$ cat src/inc/eepfe_pkg.sv
/*
 * constants, types and the mode list of the serial memory slave front end.
 * assumes a 100 MHz system clock that oversamples the serial clock and data pins.
 */
package eepfe_pkg;

    // ---------------------------------------------------------------
    // memory geometry
    // ---------------------------------------------------------------
    localparam int PAGE_COUNT      = 64;
    localparam int PAGE_BYTES      = 16;
    localparam int ID_PAGE_BYTES   = 16;
    localparam int ARRAY_ADDR_BITS = 10;

    // ---------------------------------------------------------------
    // select byte layout
    // ---------------------------------------------------------------
    localparam logic [3:0] TYPE_ARRAY   = 4'ha;
    localparam logic [3:0] TYPE_ID_PAGE = 4'hb;
    localparam int SEL_TYPE_LSB = 4;
    localparam int SEL_CE_BIT   = 3;
    localparam int SEL_A9_BIT   = 2;
    localparam int SEL_A8_BIT   = 1;
    localparam int SEL_RW_BIT   = 0;
    localparam logic [3:0] BITS_PER_BYTE = 4'h8;

    // ---------------------------------------------------------------
    // filtering and timing
    // ---------------------------------------------------------------
    localparam int FILTER_NS     = 50;
    localparam int CLK_PERIOD_NS = 10;
    localparam int FILTER_CYCLES = (FILTER_NS + CLK_PERIOD_NS - 1) / CLK_PERIOD_NS;

    typedef enum logic [2:0] {
        EEPFE_IDLE,
        EEPFE_SELECT,
        EEPFE_SEL_ACK,
        EEPFE_ADDR,
        EEPFE_ADDR_ACK,
        EEPFE_DATA,
        EEPFE_DATA_ACK
    } eepfe_state_type;

endpackage

$ cat src/rtl/eepfe_top.sv
/*
 * slave front end: start/stop detection, bit capture, select decode, ack drive.
 * assumes an open-drain bus outside resolving sda from sda_oe; write cycle timing
 * and memory access live elsewhere and report through write_busy.
 */
`timescale 1ns/10ps
module eepfe_top
    import eepfe_pkg::*;
(
    input  wire logic                       clk,
    input  wire logic                       arst_n,
    input  wire logic                       ce,
    input  wire logic                       scl_in,
    input  wire logic                       sda_in,
    output logic                            sda_out,
    output logic                            sda_oe,
    output logic                            scl_out,
    output logic                            scl_oe,
    input  wire logic                       chip_enable_address_pin,
    input  wire logic                       write_protect_input,
    input  wire logic                       write_busy,
    input  wire logic                       tx_bit,
    output logic                            selected,
    output logic                            id_page_sel,
    output logic                            read_req,
    output logic [1:0]                      upper_addr,
    output logic [7:0]                      addr_byte,
    output logic                            addr_valid,
    output logic [7:0]                      data_byte,
    output logic                            data_valid,
    output logic                            write_start,
    output logic                            busy_ignored
);
    logic            rst_meta;
    logic            rst_n;
    logic            scl;
    logic            sda;
    logic            scl_d;
    logic            sda_d;
    logic            ce_sync_a;
    logic            ce_sync_b;
    logic            wp_sync_a;
    logic            wp_sync_b;
    logic            busy_sync_a;
    logic            busy_sync_b;
    logic            scl_rise;
    logic            scl_fall;
    logic            start_seen;
    logic            stop_seen;
    eepfe_state_type state;
    logic [3:0]      bit_count;
    logic [7:0]      shift;
    logic            write_pending;
    logic            pull_low;
    logic            ack_ok;
    logic [7:0]      next_shift;

    // ---------------------------------------------------------------
    // reset release
    // ---------------------------------------------------------------
    always_ff @(posedge clk or negedge arst_n) begin
        if (!arst_n) begin
            rst_meta <= 1'b0;
            rst_n    <= 1'b0;
        end else begin
            rst_meta <= 1'b1;
            rst_n    <= rst_meta;
        end
    end

    // ---------------------------------------------------------------
    // line conditioning
    // ---------------------------------------------------------------
    eepfe_filter u_scl (
        .clk   (clk),
        .rst_n (rst_n),
        .ce    (ce),
        .pin   (scl_in),
        .level (scl)
    );

    eepfe_filter u_sda (
        .clk   (clk),
        .rst_n (rst_n),
        .ce    (ce),
        .pin   (sda_in),
        .level (sda)
    );

    // a floating pin is resolved to 0 by the pad's pull-down
    always_ff @(posedge clk or negedge rst_n) begin
        if (!rst_n) begin
            ce_sync_a   <= 1'b0;
            ce_sync_b   <= 1'b0;
            wp_sync_a   <= 1'b0;
            wp_sync_b   <= 1'b0;
            busy_sync_a <= 1'b0;
            busy_sync_b <= 1'b0;
        end else if (ce) begin
            ce_sync_a   <= chip_enable_address_pin;
            ce_sync_b   <= ce_sync_a;
            wp_sync_a   <= write_protect_input;
            wp_sync_b   <= wp_sync_a;
            busy_sync_a <= write_busy;
            busy_sync_b <= busy_sync_a;
        end
    end

    always_ff @(posedge clk or negedge rst_n) begin
        if (!rst_n) begin
            scl_d <= 1'b1;
            sda_d <= 1'b1;
        end else if (ce) begin
            scl_d <= scl;
            sda_d <= sda;
        end
    end

    assign scl_rise   = scl & ~scl_d;
    assign scl_fall   = ~scl & scl_d;
    assign start_seen = scl & scl_d & sda_d & ~sda & ~busy_sync_b;
    assign stop_seen  = scl & scl_d & ~sda_d & sda;
    assign next_shift = {shift[6:0], sda};

    // ---------------------------------------------------------------
    // byte sequencing
    // ---------------------------------------------------------------
    // select decode: type, chip enable bit; read by ack logic in the ninth period
    always_comb begin
        ack_ok = 1'b0;
        unique case (state)
            EEPFE_SEL_ACK: begin
                ack_ok = ((shift[7:SEL_TYPE_LSB] == TYPE_ARRAY) ||
                          (shift[7:SEL_TYPE_LSB] == TYPE_ID_PAGE)) &&
                         (shift[SEL_CE_BIT] == ce_sync_b);
            end
            EEPFE_ADDR_ACK: ack_ok = 1'b1;
            EEPFE_DATA_ACK: ack_ok = ~read_req & ~wp_sync_b;
            EEPFE_IDLE, EEPFE_SELECT, EEPFE_ADDR, EEPFE_DATA: ack_ok = 1'b0;
        endcase
    end

    always_ff @(posedge clk or negedge rst_n) begin
        if (!rst_n) begin
            state     <= EEPFE_IDLE;
            bit_count <= 4'h0;
            shift     <= 8'h00;
        end else if (ce) begin
            if (busy_sync_b) begin
                state     <= EEPFE_IDLE;
                bit_count <= 4'h0;
            end else if (start_seen) begin
                state     <= EEPFE_SELECT;
                bit_count <= 4'h0;
            end else if (stop_seen) begin
                state <= EEPFE_IDLE;
            end else begin
                unique case (state)
                    EEPFE_IDLE: state <= EEPFE_IDLE;
                    EEPFE_SELECT, EEPFE_ADDR, EEPFE_DATA: begin
                        if (scl_rise) begin
                            shift     <= next_shift;
                            bit_count <= bit_count + 4'h1;
                        end
                        if (scl_fall && bit_count == BITS_PER_BYTE) begin
                            bit_count <= 4'h0;
                            unique case (state)
                                EEPFE_SELECT: state <= EEPFE_SEL_ACK;
                                EEPFE_ADDR:   state <= EEPFE_ADDR_ACK;
                                default:      state <= EEPFE_DATA_ACK;
                            endcase
                        end
                    end
                    EEPFE_SEL_ACK, EEPFE_ADDR_ACK, EEPFE_DATA_ACK: begin
                        if (scl_fall) begin
                            if (state == EEPFE_SEL_ACK && !ack_ok) begin
                                state <= EEPFE_IDLE;
                            // read_req is only latched on this same edge, so use the byte
                            end else if (state == EEPFE_SEL_ACK && shift[SEL_RW_BIT]) begin
                                state <= EEPFE_DATA;
                            end else if (state == EEPFE_SEL_ACK) begin
                                state <= EEPFE_ADDR;
                            end else begin
                                state <= EEPFE_DATA;
                            end
                        end
                    end
                endcase
            end
        end
    end

    // select fields are latched as the ninth period ends
    always_ff @(posedge clk or negedge rst_n) begin
        if (!rst_n) begin
            selected    <= 1'b0;
            id_page_sel <= 1'b0;
            read_req    <= 1'b0;
            upper_addr  <= 2'h0;
        end else if (ce) begin
            if (start_seen || stop_seen || busy_sync_b) begin
                selected <= 1'b0;
            end else if (state == EEPFE_SEL_ACK && scl_fall) begin
                selected    <= ack_ok;
                id_page_sel <= shift[SEL_TYPE_LSB];
                read_req    <= shift[SEL_RW_BIT];
                upper_addr  <= shift[SEL_TYPE_LSB] ? 2'h0 :
                               {shift[SEL_A9_BIT], shift[SEL_A8_BIT]};
            end
        end
    end

    // ---------------------------------------------------------------
    // received bytes and write trigger
    // ---------------------------------------------------------------
    always_ff @(posedge clk or negedge rst_n) begin
        if (!rst_n) begin
            addr_byte     <= 8'h00;
            addr_valid    <= 1'b0;
            data_byte     <= 8'h00;
            data_valid    <= 1'b0;
            write_pending <= 1'b0;
            write_start   <= 1'b0;
        end else if (ce) begin
            addr_valid  <= 1'b0;
            data_valid  <= 1'b0;
            write_start <= 1'b0;
            if (scl_fall && state == EEPFE_ADDR && bit_count == BITS_PER_BYTE) begin
                addr_byte  <= shift;
                addr_valid <= 1'b1;
            end
            if (scl_fall && state == EEPFE_DATA && bit_count == BITS_PER_BYTE &&
                !read_req) begin
                data_byte  <= shift;
                data_valid <= ~wp_sync_b;
            end
            if (start_seen || busy_sync_b) begin
                write_pending <= 1'b0;
            end else if (stop_seen) begin
                write_start   <= write_pending;
                write_pending <= 1'b0;
            end else if (state == EEPFE_DATA_ACK && scl_fall && ack_ok) begin
                write_pending <= 1'b1;
            end else if (scl_fall && state == EEPFE_DATA) begin
                // stop rides on the tenth clock high; a later fall means more data
                write_pending <= 1'b0;
            end
        end
    end

    // ---------------------------------------------------------------
    // data pin drive
    // ---------------------------------------------------------------
    always_ff @(posedge clk or negedge rst_n) begin
        if (!rst_n) begin
            pull_low <= 1'b0;
        end else if (ce) begin
            if (start_seen || stop_seen || busy_sync_b) begin
                pull_low <= 1'b0;
            end else if (scl_fall) begin
                unique case (state)
                    EEPFE_SELECT, EEPFE_ADDR:
                        pull_low <= (bit_count == BITS_PER_BYTE);
                    EEPFE_DATA:
                        pull_low <= read_req ? ~tx_bit && bit_count != BITS_PER_BYTE :
                                    bit_count == BITS_PER_BYTE && ~wp_sync_b;
                    EEPFE_SEL_ACK:
                        pull_low <= ack_ok && shift[SEL_RW_BIT] && ~tx_bit;
                    EEPFE_ADDR_ACK, EEPFE_DATA_ACK, EEPFE_IDLE:
                        pull_low <= 1'b0;
                endcase
            end
        end
    end

    // select ack is withheld on mismatch by gating with ack_ok in the ninth period
    assign sda_out      = 1'b0;
    assign sda_oe       = pull_low & ((state != EEPFE_SEL_ACK) | ack_ok);
    assign scl_out      = 1'b0;
    assign scl_oe       = 1'b0;
    assign busy_ignored = busy_sync_b;
endmodule

$ cat src/rtl/eepfe_filter.sv
/*
 * two-flop synchroniser plus glitch filter for one bus line.
 * assumes the input is asynchronous to clk; output changes only after a stable run.
 */
`timescale 1ns/10ps
module eepfe_filter
    import eepfe_pkg::*;
#(
    parameter int STABLE = FILTER_CYCLES
) (
    input  wire logic clk,
    input  wire logic rst_n,
    input  wire logic ce,
    input  wire logic pin,
    output logic      level
);
    logic       sync_a;
    logic       sync_b;
    logic [3:0] run;

    // ---------------------------------------------------------------
    // synchroniser; lines idle high under pull-up
    // ---------------------------------------------------------------
    always_ff @(posedge clk or negedge rst_n) begin
        if (!rst_n) begin
            sync_a <= 1'b1;
            sync_b <= 1'b1;
        end else if (ce) begin
            sync_a <= pin;
            sync_b <= sync_a;
        end
    end

    // ---------------------------------------------------------------
    // filter: short spikes never reach the edge detectors
    // ---------------------------------------------------------------
    always_ff @(posedge clk or negedge rst_n) begin
        if (!rst_n) begin
            run   <= 4'h0;
            level <= 1'b1;
        end else if (ce) begin
            if (sync_b == level) begin
                run <= 4'h0;
            end else if (run == 4'(STABLE - 1)) begin
                run   <= 4'h0;
                level <= sync_b;
            end else begin
                run <= run + 4'h1;
            end
        end
    end
endmodule

$ cat config.mk
export PLATFORM = sky130hd
export DESIGN_NAME = eepfe_top
export DESIGN_NICKNAME = d
export VERILOG_FILES = /design/src/inc/eepfe_pkg.sv /design/src/rtl/eepfe_top.sv /design/src/rtl/eepfe_filter.sv
export SDC_FILE = /design/constraint.sdc
export NUM_CORES = 1
export LEC_CHECK = 0
export ABC_AREA = 1
export BUFFER_PORTS_ARGS = -buffer_cell sky130_fd_sc_hd__buf_2
export CAP_MARGIN = 20
export CELL_PAD_IN_SITES_DETAIL_PLACEMENT = 1
export CELL_PAD_IN_SITES_GLOBAL_PLACEMENT = 2
export CORE_MARGIN = 2
export CORE_UTILIZATION = 36
export CTS_BUF_LIST = sky130_fd_sc_hd__clkbuf_4 sky130_fd_sc_hd__clkbuf_8
export DETAILED_ROUTE_END_ITERATION = 8
export PLACE_DENSITY = 0.78
export SLEW_MARGIN = 20
export SYNTH_ARGS = -nofsm -noshare
export SYNTH_HDL_FRONTEND = slang
export SYNTH_HIERARCHICAL = 1
export SYNTH_SLANG_ARGS = --single-unit
$ cat constraint.sdc
create_clock -name clk -period 2.7 [get_ports clk]
set_clock_uncertainty 0.15 [all_clocks]
set_input_delay 0.81 -clock clk [delete_from_list [all_inputs] [get_ports clk]]
set_output_delay 0.81 -clock clk [all_outputs]
set_load 0.005 [all_outputs]
* After elaboration in Yosys (flattened, before gate mapping)
Index checks and enable logic that the tools add are counted.
** Word-level totals
- Register bits :: 65
- Input bits :: 9
- Output and inout bits :: 29
- Logic and storage cells :: 158
** Operators by class
- Add/subtract/negate cells :: 3
- Equal/unequal tests :: 19
- Muxes and demuxes :: 36
- Bitwise operators :: 24
- Reductions and logical operators :: 44
** Operators with widths (count)
- $mux W4 :: 10
- $mux W3 :: 8
- $logic_and A1 B1 Y1 :: 16
- $mux W1 :: 13
- $not A1 Y1 :: 13
- $add A4 B1 Y4 const B :: 3
- $eq A4 B4 Y1 const B :: 3
- $reduce_and A3 Y1 :: 4
- $and A1 B1 Y1 :: 10
- $ne A5 B5 Y1 const B :: 2
- $reduce_and A2 Y1 :: 5
- $eq A3 B3 Y1 const B :: 3
- $pmux W3 S3 :: 1
- $reduce_or A3 Y1 :: 3
- $eq A4 B3 Y1 const B :: 2
- $pmux W1 S4 :: 2
- $reduce_bool A4 Y1 :: 2
- $eq A3 B2 Y1 const B :: 2
- $pmux W3 S2 :: 1
- $reduce_and A6 Y1 :: 1
- $logic_or A1 B1 Y1 :: 4
- $ne A4 B4 Y1 const B :: 1
- $reduce_and A4 Y1 :: 1
- $reduce_bool A2 Y1 :: 2
- 11 further kinds :: 14

* Depth between registers and ports, before layout
Gate-level depths: netlist of the first run.
- Depth in word-level cells :: 12
- Gate-level depth with buffers :: 12
- Gate-level depth less buffers :: 12

* Modules after synthesis
The synthesis of the first run kept the hierarchy.
** Modules (own cells, without submodules)
- eepfe_top :: times used 1, cells each 282, area each 2423.6 um^2, seq. area each 1278.7 um^2
- eepfe_filter :: times used 2, cells each 46, area each 372.9 um^2, seq. area each 178.9 um^2

* Worst setup path after synthesis of the first run
Ideal clock, no wire load.
- Path kind :: register to output
- From :: register shift[6]
- To :: output sda_oe
- Arrival time :: 882 ps
- Required time :: 1740 ps
- Path slack :: 858 ps
- Stages on the path, launching flop included :: 6
- Path buffers :: 0
- Cells stage by stage :: dfrtp_1 -> inv_1 -> nand2_1 -> nor2_1 -> nand3_1 -> a21boi_0
** On the way
- Word-level cells in the longest chain between the ends :: 6
- Elaborated cells on any way between the ends :: 7
- Those cells by class :: 2 x eq/ne; 1 x mux; 2 x bitwise; 2 x reduce/logical
** RTL lines
- start: declaration :: line eepfe_top.sv:52 : logic [7:0] shift;
- start signal: assignment :: line eepfe_top.sv:162 : shift <= next_shift;
- $eq A4 B4 Y1, on equally long branches :: line eepfe_top.sv:133, eepfe_top.sv:134
- $logic_or A1 B1 Y1 (*) :: line eepfe_top.sv:133 : ack_ok = ((shift[7:SEL_TYPE_LSB] == TYPE_ARRAY) ||
- $logic_and A1 B1 Y1 (*) :: line eepfe_top.sv:134 : (shift[7:SEL_TYPE_LSB] == TYPE_ID_PAGE)) &&
- $pmux W1 S4 (*) :: line eepfe_top.sv:131 : unique case (state)
- $or A1 B1 Y1 (*) :: line eepfe_top.sv:278 : assign sda_oe = pull_low & ((state != EEPFE_SEL_ACK) | ack_ok);
- $and A1 B1 Y1 (*) :: line eepfe_top.sv:278
- end: declaration :: line eepfe_top.sv:16 : output logic sda_oe,
Every way passes the cells marked *; elsewhere a longest branch is shown, timed or not.

* Worst setup path in the final report of the first run
Same ends and word-level chain as after synthesis.

==> results of run 1 <==
critical path, cell delays in order, from the launching register on:
cell      delay, ns
dfrtp_1        0.38
inv_1          0.14
nand2_1        0.07
nor2_1         0.10
nand3_1        0.14
a21boi_0       0.24
buf_2          0.15
area by class of cell:
class / instances / area (um^2) / share of cell area
clock inverter: 5 / 33.8 / 0.00940
timing repair buffer: 37 / 193 / 0.0536
sequential: 65 / 1640 / 0.456
clock buffer: 10 / 131 / 0.0366
inverter: 46 / 173 / 0.0481
tap: 108 / 135 / 0.0376
multi-input combinational: 255 / 1290 / 0.359
path summary, 6_finish.rpt:
path	startpoint	to	slack [ns]	depth (start not counted)
worst max-delay path	shift[6]$_DFFE_PN0P_	sda_oe	0.17	6
worst min-delay path	arst_n	rst_n$_DFF_PN0_	0.09	1
worst max register to register	scl_d$_DFFE_PN1P_	data_byte[6]$_DFFE_PN0P_	0.84	7
worst min register to register	rst_meta$_DFF_PN0_	rst_n$_DFF_PN0_	0.22	0
max in group asynchronous	rst_n$_DFF_PN0_	busy_sync_a$_DFFE_PN0P_	1.57	1
min in group clk	rst_meta$_DFF_PN0_	rst_n$_DFF_PN0_	0.22	0
state kept, by name (all words and copies together), names as in the netlist, 2 cells and up:
register    count
addr_byte       8
bit_count       4
data_byte       8
shift           8
state           3
u_scl/run       4
u_sda/run       4
upper_addr      2
metal layers:
layer  global-route usage  vias up
li1                     -     1256
met1                0.226     1158
met2                0.249       30
met3               0.0394        6
met4               0.0577        0
met5                    0        -
metrics by stage:
| step | util | hold WS, ns |
|---|---|---|
| floorplan | - | 0.181 |
| global placement | 0.397 | 0.194 |
| detailed placement | 0.397 | 0.210 |
| CTS | 0.416 | 0.0687 |
| global route | 0.416 | 0.0707 |
| finish | 0.416 | 0.0902 |
cell usage in the layout, fill, tap and decap left out:
cell,instances
nand2_2,8
dfrtp_2,1
xor2_1,3
dfstp_2,8
buf_2,34
o21a_1,1
nor2_4,4
a21oi_1,4
xnor2_1,1
nor2_1,19
o21ai_1,25
nand2_1,115
nor4_1,1
a21boi_0,1
inv_1,37
clkbuf_8,9
clkbuf_4,1
nand3_1,19
nor2_2,4
ha_1,6
o21ai_2,11
clkinv_2,2
nand4_1,3
conb_1,4
o21ai_0,16
nand3_2,5
dfrtp_1,56
nor3_1,3
nand4_2,1
a21o_1,1
clkinv_4,1
inv_2,9
buf_4,3
clkinvlp_4,2
power breakdown:
group	switching, mW	internal (mW)
Sequential	0.122	1.10
Combinational	0.327	0.169
Clock	0.383	0.336
Total	0.832	1.61
kinds of logic (layout without fill, tap and decap cells):
kind of cell | count (synthesis) | after routing
compound gates | 59 | 59
flops | 65 | 65
other cells | 2 | 4
xor+xnor | 4 | 4
fa+ha+maj | 6 | 6
simple gates | 182 | 182
buf+inv | 56 | 98
==> out/qor.csv, run 1 <==
metric;value;unit
outcome;finished, final reports clean;
Vias;2450;
Avg Inst Size Synth;8.47;um^2
EDFF count, synth;0;
Synth Instances;374;
fin cells;526;
worst vdd ir;0.232;mV
Synth Cell Area;0.00317;mm^2
list of most frequent post-synthesis cells;nand2_1 (115), dfrtp_1 (57), inv_1 (37);
area leader, netlist;dfrtp_1;
die area;0.00957;mm^2
Top Ports;38;
Post-layout nets;429;
first-pass GRT wire length;12500;um
Post-synth ARST share;1.00;
Setup Fix Bufs, Post-CTS;0;
largest net degree at the start of global routing;64;
final setup margin;0.170;ns
Yosys Warn Count;6;
min Tclk post-route;2.53;ns
Critical Path Start Type;register;
Worst-Skew Late Latency;0.34;ns
Hold Crit Class;in -> async;
Starting Density;0.367;
Leak Pwr;1.78;nW
dpl ws;0.533;ns
fillcell total;1064;
max-slew violation count;0;
met3 WL;208;um
WL/cell;13.3;um
Die H;97.8;um
# DRC;0;
Final setup viols;0;
highest routed layer;met4;
Data arrival, critical path;1.57;ns
most common cell in the netlist;nand2_1;
final wirelength;7010;um
Core Box Area;0.00864;mm^2
TNS Setup;0;ns
Diodes inserted;0;
critical path class;reg -> out;
post-synth top area share;0.450;
IO buf count;34;
f_max;395;MHz
Clock Sinks;65;
Worst-path clk slew;0.07;ns
vias in the first global route;2586;
Hold Buf Count CTS;0;
Worst Setup End Kind;output pin;
Area growth syn-to-layout;13.4;%
overall power;2.44;mW
Worst Max-Slew Pin Slew;0.810;ns
initial DRC count;85;
mux cell area share after synthesis;0;
Seq/Total Area, Yosys;0.516;
Worst Path Max Fanout;4;
remaining antenna violation count;0;
GPL Wtd Cong;0.812;
dpl cell area;0.00343;mm^2
Synth Area in Compound Gates;0.109;
routed wl met2;3180;um
drt via density;4.66;
initial antenna violation count;0;
htree depth;3;
Post-Synth XOR/XNOR Area;0.0111;
metal1 wirelength;3550;um
P per Cell Area;679;mW/mm^2
Die X;97.8;um
Synth Flop Type;dfrtp_1;
largest family of logic cells by synthesized area;simple AND/OR/NAND/NOR gates;
Clock Tree Buf Depth;2;
Synth Area in Adders;0.0237;
Slew HR;0.460;
Pre-antenna DRT Iters;4;
Hold Vio Cnt, Final;0;
RSZ-0062 raised after global routing;false;
max-cap viol count;0;
Finished Cell Area;0.00359;mm^2
Cell Rows;34;
critical path required time;1.74;ns
GRT Total Usage;0.163;
DP Wirelength;5180;um
Post-Synth Simple-Gate Area;0.259;
synth top area cells;dfrtp_1 (45%), nand2_1 (14%), dfstp_2 (6.6%);
crit share post-route;0.937;
PostCTS Resize Cnt;0;
Placed Cells;511;
CTS tree;done;
clk root buf;clkbuf_8;
Distinct cells, synth;30;
Yosys reg bits;65;
share of layout cells above drive strength 1;0.246;
Inserted Clock Buffers;9;
GRT overflow;0;
(Power assumes the default switching activity.)
==> inputs of run 2 (changes only) <==
--- a/config.mk
+++ b/config.mk
@@ -15,6 +15,7 @@
 export CTS_BUF_LIST = sky130_fd_sc_hd__clkbuf_4 sky130_fd_sc_hd__clkbuf_8
 export DETAILED_ROUTE_END_ITERATION = 8
 export PLACE_DENSITY = 0.78
+export REMOVE_ABC_BUFFERS = 1
 export SLEW_MARGIN = 20
 export SYNTH_ARGS = -nofsm -noshare
 export SYNTH_HDL_FRONTEND = slang
==> run 2 against run 1 <==
Against the previous run:
- final cell count is the same
- setup slack gained 0.066 ns
- die area did not move
- fmax up 2.7%
- critical path depth unchanged
- critical path type unchanged
- first-iteration DRC count down 8.2%
==> out/qor.csv, run 2 (synthesized netlist as in run 1, its figures left out) <==
metric;value;unit
Core Box Area;0.00864;mm^2
Die X;97.8;um
combinational share of power;0.188;
WL/cell;13.6;um
vias in the first global route;2617;
Worst Max-Slew Pin Slew;0.823;ns
CTS tree;done;
Flop pwr share;0.479;
Hold Vio Cnt, Final;0;
Top Ports;38;
Leak Pwr;1.80;nW
IO buf count;34;
Data arrival, critical path;1.50;ns
TNS Setup;0;ns
minimum hold slack;0.0742;ns
commonest non-fill, non-tap cell in the layout;nand2_1;
utilization after layout;0.421;
Worst Path Max Fanout;4;
Slew HR;0.451;
Worst Setup End Kind;output pin;
R2R setup slack;0.78;ns
Critical R2R Launch;scl_d$_DFFE_PN1P_;
remaining antenna violation count;0;
fillcell total;1042;
# DRC;0;
Worst-path clk slew;0.08;ns
die area;0.00957;mm^2
Clock Tree Buf Depth;2;
Finished Cell Area;0.00364;mm^2
Placed Cells;510;
htree depth;3;
Internal Power;1.71;mW
crit path to;sda_oe;
GPL Wtd Cong;0.787;
min Tclk post-route;2.46;ns
Diodes inserted;0;
P per Cell Area;710;mW/mm^2
critical path required time;1.74;ns
Final setup viols;0;
Worst-Skew Late Latency;0.35;ns
biggest regs;addr_byte: 8 flops, data_byte: 8 flops, shift: 8 flops;
max-slew violation count;0;
first-pass GRT wire length;12500;um
GRT Total Usage;0.162;
crit path from;shift[3]$_DFFE_PN0P_;
cells on worst reg2reg path;7;
Die H;97.8;um
initial DRC count;78;
RR Endpoint;data_byte[0]$_DFFE_PN0P_;
Inserted Clock Buffers;9;
f_max;406;MHz
NetSw;873;uW
outcome;finished, final reports clean;
DP Wirelength;5200;um
crit share post-route;0.913;
Hold Crit Class;in -> async;
Vias;2495;
Hold Buf Count CTS;0;
dpl cell area;0.00343;mm^2
Clock Sinks;65;
initial antenna violation count;0;
largest net degree at the start of global routing;35;
Critical Path Start Type;register;
Pre-antenna DRT Iters;4;
fin cells;526;
Cell Rows;34;
switching share of power;0.338;
Starting Density;0.367;
worst vdd ir;0.298;mV
max-cap viol count;0;
Setup Fix Bufs, Post-CTS;0;
Post-layout nets;428;
critical path class;reg -> out;
clock share of power;0.333;
PostCTS Resize Cnt;0;
Area growth syn-to-layout;14.7;%
final wirelength;7140;um
drt via density;4.74;
most frequent cells in the layout;nand2_1 (115), dfrtp_1 (56), inv_1 (37);
RSZ-0062 raised after global routing;false;
GRT overflow;0;
clk root buf;clkbuf_8;
share of layout cells above drive strength 1;0.246;
-- run 2: cell types whose count changed in the layout (fill, tap and decap cells not counted) --
| cell | delta |
|---|---|
| buf_12 | +1 |
| buf_4 | -2 |
| bufinv_16 | +1 |
| clkbuf_4 | -1 |
| clkinv_2 | -1 |
| inv_6 | +1 |
| inv_8 | +1 |
-- run 2: worst min path at each step --
stage | slack (ns) | endpoint | cells past startpoint
floorplan | 0.18 | rst_n$_DFF_PN0_ | 0
global placement | 0.19 | rst_n$_DFF_PN0_ | 0
detailed placement | 0.19 | rst_n$_DFF_PN0_ | 0
CTS | 0.06 | rst_n$_DFF_PN0_ | 1
global route | 0.05 | rst_n$_DFF_PN0_ | 1
finish | 0.07 | rst_n$_DFF_PN0_ | 1
-- run 2: routing by layer --
| layer | share of wire | track usage | up-vias |
|---|---|---|---|
| li1 | - | - | 1255 |
| met1 | 0.49 | 0.219 | 1202 |
| met2 | 0.46 | 0.256 | 29 |
| met3 | 0.031 | 0.0415 | 9 |
| met4 | 0.014 | 0.0545 | 0 |
| met5 | 0 | 0 | - |
-- run 2: layout make-up --
type	count	area, um^2	share of cell area
well taps	108	135	0.0372
clock buffers	9	124	0.0341
inverters	46	173	0.0475
multi-input cells	255	1290	0.355
repair buffers	36	198	0.0544
clock inverters	7	78.8	0.0217
flip-flops and latches	65	1640	0.450
-- run 2: power groups by stage --
stage	Clock, mW	Sequential (mW)	Combinational [mW]
after global placement	0	1.25	0.477
after floorplan	0	1.23	0.370
after global routing	0.924	1.26	0.574
final	0.860	1.24	0.487
after detailed placement	0	1.26	0.495
after CTS	0.890	1.24	0.496
-- run 2: stage by stage --
| step | total power, mW | setup slack [ns] |
|---|---|---|
| detailed placement | 1.75 | 0.525 |
| floorplan | 1.60 | 0.620 |
| CTS | 2.63 | 0.216 |
| global route | 2.76 | 0.0795 |
| finish | 2.58 | 0.236 |
| global placement | 1.73 | 0.567 |
-- run 2: critical path: stages (launching register included) --
cell and delay [ns]:
dfrtp_1 0.40, inv_1 0.14, nand2_1 0.07, nand2_1 0.06
nand3_1 0.13, a21boi_0 0.20, buf_2 0.15
